==> config.mk <==
export PLATFORM = sky130hd
export DESIGN_NAME = qrcb_config_bank
export DESIGN_NICKNAME = d
export VERILOG_FILES = /design/src/core/qrcb_config_bank.v
export VERILOG_INCLUDE_DIRS = /design/src /design/src/core
export SDC_FILE = /design/constraint.sdc
export NUM_CORES = 1
export LEC_CHECK = 0
export BUFFER_PORTS_ARGS = -buffer_cell sky130_fd_sc_hd__buf_4
export CORE_ASPECT_RATIO = 0.6
export CORE_MARGIN = 4
export CORE_UTILIZATION = 38
export CTS_BUF_LIST = sky130_fd_sc_hd__clkbuf_8
export CTS_CLUSTER_SIZE = 16
export DETAILED_ROUTE_END_ITERATION = 7
export PLACE_DENSITY = 0.65
export SLEW_MARGIN = 10
export SYNTH_ARGS = -nofsm -noshare
export SYNTH_HDL_FRONTEND = slang
export SYNTH_SLANG_ARGS = --single-unit
==> constraint.sdc <==
create_clock -name clk_sys_i -period 2.15 [get_ports clk_sys_i]
set_input_delay 0.1075 -clock clk_sys_i [delete_from_list [all_inputs] [get_ports clk_sys_i]]
set_output_delay 0.1075 -clock clk_sys_i [all_outputs]
set_load 0.02 [all_outputs]
==> src/core/qrcb_defines.vh <==
// constants and register map of the quad redriver configuration bank
// Behaviour
// - speed strap low slow, high fast detect
// - squelch strap low disables squelch, detect status still read
// - squelched output held at zero differential
// - every channel detect status readable by host
// - per channel threshold, serial only, default high
// - offset cancel enable by strap or register
// - emphasis code two bits, high strap msb
// - emphasis global by straps or per channel
// - drive code 00,01,10 selects levels 1-3
// - six 8-bit registers, 1-5 rw, 6 ro
// - emphasis field per channel, reset from straps
// - drive field per channel, reset from straps
// - output on bits 7:4, invert bits 3:0
// - output on bit zero powers channel off
// - invert bit one inverts channel polarity
// - straps give global settings for all channels
// - pin mode: straps control all four channels
// - detect mode: squelch 7:4, speed 3:0
// - offset cancel 7:4, threshold 3:0 reset one
// - status bits 3:0, zero means signal present
`ifndef QRCB_DEFINES_VH
`define QRCB_DEFINES_VH
`define QRCB_ADDR_W           3
`define QRCB_ADDR_EMPHASIS    3'h1
`define QRCB_ADDR_DRIVE       3'h2
`define QRCB_ADDR_ONPOL       3'h3
`define QRCB_ADDR_DETMODE     3'h4
`define QRCB_ADDR_OCTHR       3'h5
`define QRCB_ADDR_STATUS      3'h6
`define QRCB_HI_NIBBLE        7:4
`define QRCB_LO_NIBBLE        3:0
`define QRCB_THR_RESET        4'hf
`define QRCB_POL_RESET        4'h0
`define QRCB_ZERO_NIBBLE      4'h0
`define QRCB_ZERO_BYTE        8'h00
`define QRCB_DRIVE_BAD        2'h3
`define QRCB_HI_BASE          4
`endif

==> src/core/qrcb_config_bank.v <==
// quad redriver configuration bank with strap and serial register control
`include "qrcb_defines.vh"
module qrcb_config_bank
#(
    parameter NCH = 4
)
(
    input  wire                 clk_sys_i,
    input  wire                 reset_n_i,
    input  wire                 serial_mode_i,
    input  wire                 detect_speed_pin_i,
    input  wire                 squelch_strap_i,
    input  wire                 offset_cancel_pin_i,
    input  wire                 outputs_on_strap_i,
    input  wire                 emphasis_strap_lo_i,
    input  wire                 emphasis_strap_hi_i,
    input  wire                 drive_strap_lo_i,
    input  wire                 drive_strap_hi_i,
    input  wire                 wr_en_i,
    input  wire                 rd_en_i,
    input  wire [2:0]           addr_i,
    input  wire [7:0]           wdata_i,
    output reg  [7:0]           rdata_o,
    input  wire [NCH-1:0]       detect_raw_n_i,
    input  wire [NCH-1:0]       data_i,
    output reg  [2*NCH-1:0]     emphasis_code_o,
    output reg  [2*NCH-1:0]     drive_code_o,
    output reg  [NCH-1:0]       power_on_o,
    output reg  [NCH-1:0]       squelch_o,
    output reg  [NCH-1:0]       speed_fast_o,
    output reg  [NCH-1:0]       threshold_high_o,
    output reg  [NCH-1:0]       offset_cancel_o,
    output reg  [NCH-1:0]       data_p_o,
    output reg  [NCH-1:0]       data_n_o,
    output reg  [NCH-1:0]       common_mode_o
);

    reg  [7:0]      preemphasis_select;
    reg  [7:0]      drive_level_select;
    reg  [7:0]      output_on_polarity;
    reg  [7:0]      detect_mode;
    reg  [7:0]      offset_cancel_threshold;
    reg  [3:0]      detect_status;
    wire [1:0]      emph_strap;
    wire [1:0]      drive_strap;
    reg  [7:0]      next_rdata;
    reg  [NCH-1:0]  eff_on;
    reg  [NCH-1:0]  eff_sq;
    reg  [NCH-1:0]  eff_inv;
    integer         i;
    integer         j;
    integer         k;

    // replicate one bit into every channel nibble slot
    function [3:0] qrcb_rep4;
        input b;
        begin
            qrcb_rep4 = {4{b}};
        end
    endfunction

    // in pin mode only channel 0 reads valid, the rest read zero
    function [7:0] qrcb_pin_view2;
        input [1:0] code;
        begin
            qrcb_pin_view2 = {6'h00, code};
        end
    endfunction

    function [7:0] qrcb_pin_view1;
        input hi;
        input lo;
        begin
            qrcb_pin_view1 = {3'h0, hi, 3'h0, lo};
        end
    endfunction

    // leg value after the optional polarity inversion
    function qrcb_flip;
        input d;
        input inv;
        begin
            qrcb_flip = d ^ inv;
        end
    endfunction

    assign emph_strap  = {emphasis_strap_hi_i,
                          emphasis_strap_lo_i};
    assign drive_strap = {drive_strap_hi_i, drive_strap_lo_i};

    // reset is synchronous, so loading strap levels here is legal
    always @(posedge clk_sys_i)
    begin
        if (!reset_n_i)
        begin
            preemphasis_select      <= {4{emph_strap}};
            drive_level_select      <= {4{drive_strap}};
            output_on_polarity      <= {qrcb_rep4(outputs_on_strap_i),
                                        `QRCB_POL_RESET};
            detect_mode             <=
                {qrcb_rep4(squelch_strap_i),
                 qrcb_rep4(detect_speed_pin_i)};
            offset_cancel_threshold <=
                {qrcb_rep4(offset_cancel_pin_i),
                 `QRCB_THR_RESET};
        end
        else if (wr_en_i && serial_mode_i)
        begin
            // writes in pin mode and to status are accepted and dropped
            case (addr_i)
                `QRCB_ADDR_EMPHASIS: preemphasis_select      <= wdata_i;
                `QRCB_ADDR_DRIVE:    drive_level_select      <= wdata_i;
                `QRCB_ADDR_ONPOL:    output_on_polarity      <= wdata_i;
                `QRCB_ADDR_DETMODE:  detect_mode             <= wdata_i;
                `QRCB_ADDR_OCTHR:    offset_cancel_threshold <= wdata_i;
                default:
                    preemphasis_select <= preemphasis_select;
            endcase
        end
    end

    always @(posedge clk_sys_i)
    begin
        if (!reset_n_i)
            detect_status <= `QRCB_ZERO_NIBBLE;
        else
            detect_status <= detect_raw_n_i[3:0];
    end

    always @*
    begin
        next_rdata = `QRCB_ZERO_BYTE;
        if (serial_mode_i)
        begin
            // serial mode: the host sees the registers it wrote
            case (addr_i)
                `QRCB_ADDR_EMPHASIS:
                    next_rdata = preemphasis_select;
                `QRCB_ADDR_DRIVE:
                    next_rdata = drive_level_select;
                `QRCB_ADDR_ONPOL:
                    next_rdata = output_on_polarity;
                `QRCB_ADDR_DETMODE:
                    next_rdata = detect_mode;
                `QRCB_ADDR_OCTHR:
                    next_rdata = offset_cancel_threshold;
                `QRCB_ADDR_STATUS:
                    next_rdata = {`QRCB_ZERO_NIBBLE,
                                  detect_status};
                default:
                    next_rdata = `QRCB_ZERO_BYTE;
            endcase
        end
        else
        begin
            // pin mode: only channel 0 bits are valid, the rest read zero; status reads all four channels
            case (addr_i)
                `QRCB_ADDR_EMPHASIS:
                    next_rdata = qrcb_pin_view2(emph_strap);
                `QRCB_ADDR_DRIVE:
                    next_rdata = qrcb_pin_view2(drive_strap);
                `QRCB_ADDR_ONPOL:
                    next_rdata = qrcb_pin_view1(outputs_on_strap_i, 1'b0);
                `QRCB_ADDR_DETMODE:
                    next_rdata = qrcb_pin_view1(squelch_strap_i,
                                                detect_speed_pin_i);
                `QRCB_ADDR_OCTHR:
                    next_rdata = qrcb_pin_view1(offset_cancel_pin_i, 1'b1);
                `QRCB_ADDR_STATUS:
                    next_rdata = {`QRCB_ZERO_NIBBLE,
                                  detect_status};
                default:
                    next_rdata = `QRCB_ZERO_BYTE;
            endcase
        end
    end

    always @(posedge clk_sys_i)
    begin
        if (!reset_n_i)
            rdata_o <= `QRCB_ZERO_BYTE;
        else if (rd_en_i)
            rdata_o <= next_rdata;
    end

    // effective per-channel controls: straps drive all channels in pin mode
    always @*
    begin
        eff_on  = {NCH{1'b0}};
        eff_sq  = {NCH{1'b0}};
        eff_inv = {NCH{1'b0}};
        for (j = 0; j < NCH; j = j + 1)
        begin
            if (serial_mode_i)
            begin
                eff_on[j]  = output_on_polarity[`QRCB_HI_BASE+j];
                eff_sq[j]  = detect_mode[`QRCB_HI_BASE+j];
                eff_inv[j] = output_on_polarity[j];
            end
            else
            begin
                eff_on[j]  = outputs_on_strap_i;
                eff_sq[j]  = squelch_strap_i;
                eff_inv[j] = 1'b0;
            end
        end
    end

    always @(posedge clk_sys_i)
    begin
        if (!reset_n_i)
        begin
            emphasis_code_o  <= {2*NCH{1'b0}};
            drive_code_o     <= {2*NCH{1'b0}};
            speed_fast_o     <= {NCH{1'b0}};
            threshold_high_o <= {NCH{1'b1}};
            offset_cancel_o  <= {NCH{1'b0}};
        end
        else
        begin
            for (i = 0; i < NCH; i = i + 1)
            begin
                if (serial_mode_i)
                begin
                    emphasis_code_o[2*i +: 2] <=
                        preemphasis_select[2*i +: 2];
                    drive_code_o[2*i +: 2] <=
                        drive_level_select[2*i +: 2];
                    speed_fast_o[i] <= detect_mode[i];
                    offset_cancel_o[i] <=
                        offset_cancel_threshold[`QRCB_HI_BASE+i];
                end
                else
                begin
                    emphasis_code_o[2*i +: 2] <= emph_strap;
                    drive_code_o[2*i +: 2] <= drive_strap;
                    speed_fast_o[i] <= detect_speed_pin_i;
                    offset_cancel_o[i] <= offset_cancel_pin_i;
                end
                // threshold is a serial-only setting, even in pin mode
                threshold_high_o[i] <=
                    offset_cancel_threshold[i];
            end
        end
    end

    // output stage: power-down wins over squelch, squelch over data
    always @(posedge clk_sys_i)
    begin
        if (!reset_n_i)
        begin
            power_on_o    <= {NCH{1'b0}};
            squelch_o     <= {NCH{1'b0}};
            data_p_o      <= {NCH{1'b0}};
            data_n_o      <= {NCH{1'b0}};
            common_mode_o <= {NCH{1'b1}};
        end
        else
        begin
            for (k = 0; k < NCH; k = k + 1)
            begin
                power_on_o[k] <= eff_on[k];
                // a lost signal squelches only a powered channel
                squelch_o[k]  <= eff_on[k] & eff_sq[k] & detect_raw_n_i[k];
                if (!eff_on[k])
                begin
                    // powered off: no leg driven, not held at common mode
                    data_p_o[k]      <= 1'b0;
                    data_n_o[k]      <= 1'b0;
                    common_mode_o[k] <= 1'b0;
                end
                else if (eff_sq[k] && detect_raw_n_i[k])
                begin
                    data_p_o[k]      <= 1'b0;
                    data_n_o[k]      <= 1'b0;
                    common_mode_o[k] <= 1'b1;
                end
                else
                begin
                    data_p_o[k]      <= qrcb_flip(data_i[k], eff_inv[k]);
                    data_n_o[k]      <= ~qrcb_flip(data_i[k], eff_inv[k]);
                    common_mode_o[k] <= 1'b0;
                end
            end
        end
    end

endmodule // qrcb_config_bank

Word level (Yosys, flattened, before mapping)
Cells that the tools add are included.

Memories: 0. Logic and storage cells: 128. Register bits: 100. Memory bits (read-only): 0. Output and inout bits: 56. Bits of input ports: 32. Latch bits: 0. Bits in writable memories: 0.

Muxes and demuxes: 54. Shift operators: 0. $mul: 0. Add/subtract/negate cells: 0. Equal/unequal tests: 12. $lt $le $gt $ge: 0. Bitwise logic cells: 21. Divide/modulo/power cells: 0. Reduce and logical (&&, ||, !) cells: 16.

Operators by type and width (number): 8-bit 2-to-1 mux (16); 8-bit case mux with 6 select lines (1); 5-bit case mux with 6 select lines (1); 1-bit 2-to-1 mux (28); 2-bit 2-to-1 mux (8); 2-bit AND reduction (7); 2-bit by 1-bit != test with 1-bit output, second input constant (6); 3-bit OR reduction (4); 3-bit equality test, second input constant (3); 1-bit NOT (9); 1-bit bitwise AND (8); 3-bit by 2-bit equality test with 1-bit output, second input constant (2); 1-bit logical AND (5); 1-bit bitwise XOR (4); 3-bit by 1-bit equality test with 1-bit output, second input constant (1).

Depth between registers and ports, before layout
Depth in word-level cells: 4. Gate-level depth with buffers: 6. Gate-level depth less buffers: 5.

Worst setup path before layout
OpenSTA, ideal clock, no wires.

Path kind: in2reg. From: input port serial_mode_i. To: register detect_mode[0] (enable). Slack: 505 ps. Required time: 1763 ps. Library setup time: 387 ps. Cell stages on the path: 4. Arrival time: 1259 ps. Cells stage by stage: buf_4 > buf_4 > nand3_1 > o31ai_1.

Cells in the longest elaborated chain, start to end: 3.

Ends and longest elaborated chain: start: declaration (line qrcb_config_bank.v:10) `input wire serial_mode_i,`; 1-bit logical AND (line qrcb_config_bank.v:107) `else if (wr_en_i && serial_mode_i)`; 2-bit by 1-bit != test with 1-bit output (no line); 2-bit AND reduction (no line); end signal: assignment (line qrcb_config_bank.v:100) `detect_mode <=`; end signal: assignment (line qrcb_config_bank.v:114) `` `QRCB_ADDR_DETMODE: detect_mode <= wdata_i; ``; end: declaration (line qrcb_config_bank.v:41) `reg [7:0] detect_mode;`.

Every way passes these cells. A chain may end at the register's enable or synchronous reset.

Final worst setup path
From: register detect_mode[7]. To: register data_n_o[3].

Cells in the longest elaborated chain, start to end: 3.

Ends and longest elaborated chain: 1-bit 2-to-1 mux (line qrcb_config_bank.v:194) `if (serial_mode_i)`; 1-bit logical AND (line qrcb_config_bank.v:272) `else if (eff_sq[k] && detect_raw_n_i[k])`; 3-bit OR reduction (no line); end signal: assignment (line qrcb_config_bank.v:255) `data_n_o <= {NCH{1'b0}};`; end signal: indexed assignment (line qrcb_config_bank.v:281) `data_n_o[k] <= ~qrcb_flip(data_i[k], eff_inv[k]);`; end: declaration (line qrcb_config_bank.v:34) `output reg [NCH-1:0] data_n_o,`.

Every way passes these cells.

==> impl_metrics.tcl <==
set metrics [dict create \
    ctsHtreeMaxLevel 3 \
    fillCellCount 992 \
    synth_top_area_cell "dfxtp_1" \
    critPathRequiredTime_ns 2.46 \
    timing.slew.headroom 0.550 \
    viasPerCell 5.14 \
    place_congestion 0.857 \
    cts-buffers-inserted 9 \
    num_rows 29 \
    fin_crit_ns 1.41 \
    final_hold_viol_count 0 \
    seqCellArea_um2 2320 \
    synthXorXnorAreaFrac 0.00856 \
    drtIter0Drc 354 \
    slew_violations 0 \
    post-dp-hpwl_mm 8.51 \
    fin_crit_sh 0.658 \
    clkLatencyLatePin_ns 0.37 \
    yosys.area_share.simple 0.183 \
    multiInputGateArea_um2 1600 \
    portBuffers 87 \
    synth_compound_area_frac 0.174 \
    grt_pass1_wl_mm 16.7 \
    r2r_slack_ns 0.74 \
    synth_mux_area_frac 0.0251 \
    r2r-end "data_n_o[3]$_SDFF_PP0_" \
    nets 527 \
    die_area_um2 12500 \
    power.share.clock 0.320 \
    synth_top_family_by_area "simple AND/OR/NAND/NOR gates" \
    syn_area_um2 4090 \
    endpoint_kind "flop" \
    p_int_mw 2.97 \
    vias 3285 \
    ios 88 \
    synth_flop_cell "dfxtp_1" \
    rr_worst_depth 3 \
    syn_avg_cell_area_um2 10.1 \
    cts_hold_buf 9 \
    cp_max_fo 4 \
    final_common_cell "buf_4" \
    ir_drop_v 0.000372 \
    core_area_um2 10500 \
    ys_warn_count 0 \
    cts_resized 0 \
    drtPass1Iterations 7 \
    cts_sinks 100 \
    wl_per_cell_um 17.1 \
    layout_common_cells "95 x buf_4, 83 x nand2_1, 68 x dfxtp_1" \
    synthesis.nets 437 \
    p_leak_nw 2.15 \
    cp-start-kind "flop" \
    fmax_mhz 707 \
    synthArstFlopShare 0 \
    grt_antenna_before_repair 0 \
    hold_class "in2reg" \
    gr-usage-all-layers 0.177 \
    post-cts-setup-buffer-count 0 \
    timing.rr.start "detect_mode[7]$_DFFE_PP_" \
    grt_overflow 0 \
    synth_seq_area_share 0.567 \
    synth_edf_count 32 \
    root_buffer "clkbuf_8" \
    ys_ff_latch 100 \
    seq_power_share 0.538 \
    crit_start "detect_mode[7]$_DFFE_PP_" \
    fin_util 0.489 \
    total_power_mw 3.98 \
    cap_violations 0 \
    die_w_um 142 \
    antenna_cells 0 \
    crit_end "data_n_o[3]$_SDFF_PP0_" \
    die_y_um 88.4 \
    combPwrFrac 0.142 \
    critical_path_class "reg2reg" \
    synthTopCellsByArea "dfxtp_1 33%, edfxtp_1 23%, nand2_1 7.6%, a21boi_0 5.0%, o21ai_0 2.9%" \
    path_clk_slew_ns 0.09 \
    rsz0062_at_grt "false" \
    netlist.area_leader.share 0.333 \
    start_util 0.389 \
    holdWs_ns 0.0122 \
    finalSetupViolCount 0 \
    area_growth_syn_to_layout_pct 25.7 \
    p_sw_frac 0.254 \
    p_per_area_nw_per_um2 774 \
    outcome "finished clean" \
    skew_ns 0.0136 \
    worst-slew-pin-transition_ns 0.668 \
    drive_gt1_frac 0.246 \
    grt_pass1_vias 3100 \
    crit_arrival_ns 1.72 \
    ctsLongestPathBuffers 2 \
    tns_ns 0 \
    drc 0 \
    grt_max_degree 34 \
    synthAdderAreaFrac 0 \
    totalWireLength_mm 10.9 \
    syn_inst 405 \
    cts_tree "yes" \
    drtAntennaViolNets 0 \
    p_sw_mw 1.01 \
    yosysUniqueCellTypes 42 \
]
registers in the layout, summed over array words and instances (netlist names):
register	flops
preemphasis_select	8
data_p_o	4
detect_status	4
emphasis_code_o	8
data_n_o	4
power_on_o	4
speed_fast_o	4
offset_cancel_threshold	8
threshold_high_o	4
rdata_o	8
drive_level_select	8
drive_code_o	8
common_mode_o	4
squelch_o	4
offset_cancel_o	4
output_on_polarity	8
detect_mode	8
worst min-delay path by stage:
stage,cells after the start,to,slack (ns),start
6_report,3,data_p_o[3]$_SDFF_PP0_,0.01,data_i[3]
5_1_grt,3,data_p_o[3]$_SDFF_PP0_,0.03,data_i[3]
4_1_cts,3,data_p_o[3]$_SDFF_PP0_,0.006,data_i[3]
3_5_place_dp,2,detect_status[0]$_SDFF_PN0_,0.34,detect_raw_n_i[0]
3_3_place_gp,2,detect_status[2]$_SDFF_PN0_,0.34,detect_raw_n_i[2]
2_1_floorplan,2,offset_cancel_threshold[0]$_SDFFE_PN1P_,0.23,wdata_i[0]
through the flow:
step,worst slack [ns],cell area (µm²),std cells
after detailed placement,0.646,4840,614
after global placement,0.699,4840,614
final,0.735,5140,639
after floorplan,0.505,4090,405
after global routing,0.620,5140,639
after CTS,0.773,5140,639
power groups by stage:
| stage | combinational, mW | clock, mW | sequential (mW) |
|---|---|---|---|
| 3_5_place_dp | 0.551 | 0 | 2.19 |
| 4_1_cts | 0.567 | 1.31 | 2.14 |
| 6_report | 0.567 | 1.27 | 2.14 |
| 5_1_grt | 0.618 | 1.39 | 2.16 |
| 3_3_place_gp | 0.542 | 0 | 2.19 |
| 2_1_floorplan | 0.256 | 0 | 2.24 |
cells by family after synthesis:
family / after synthesis
simple gates: 159
buf+inv: 33
xor+xnor: 4
compound gates: 99
flops: 100
mux: 10
final cells by class:
class	instances	share of cell area
flip-flops and latches	100	0.451
multi-input cells	272	0.311
repair buffers	104	0.156
well taps	139	0.0338
clock buffers	9	0.0241
clock inverters	7	0.0178
inverters	8	0.00584
synth_stat cells (10+ instances only):
| cell type | count |
|---|---|
| o21ai_0 | 24 |
| nand2b_1 | 18 |
| nand3_1 | 12 |
| nor2b_1 | 10 |
| nor2_1 | 11 |
| edfxtp_1 | 32 |
| a21boi_0 | 27 |
| nand2_1 | 83 |
| and2_1 | 10 |
| dfxtp_1 | 68 |
| buf_2 | 11 |
critical path, stage by stage (launching register included):
cell	delay (ns)
edfxtp_1	0.40
and2_1	0.17
o21ai_0	0.53
and3_1	0.26
metal layers:
layer	GRT usage	routed length (µm)	vias up	part of all wire
li1	-	-	1592	-
met1	0.252	5230	1555	0.48
met2	0.265	4650	122	0.43
met3	0.0545	894	16	0.082
met4	0.0453	150	0	0.014
met5	0	0	-	0
No activity file was read; power rests on OpenSTA's default activity.
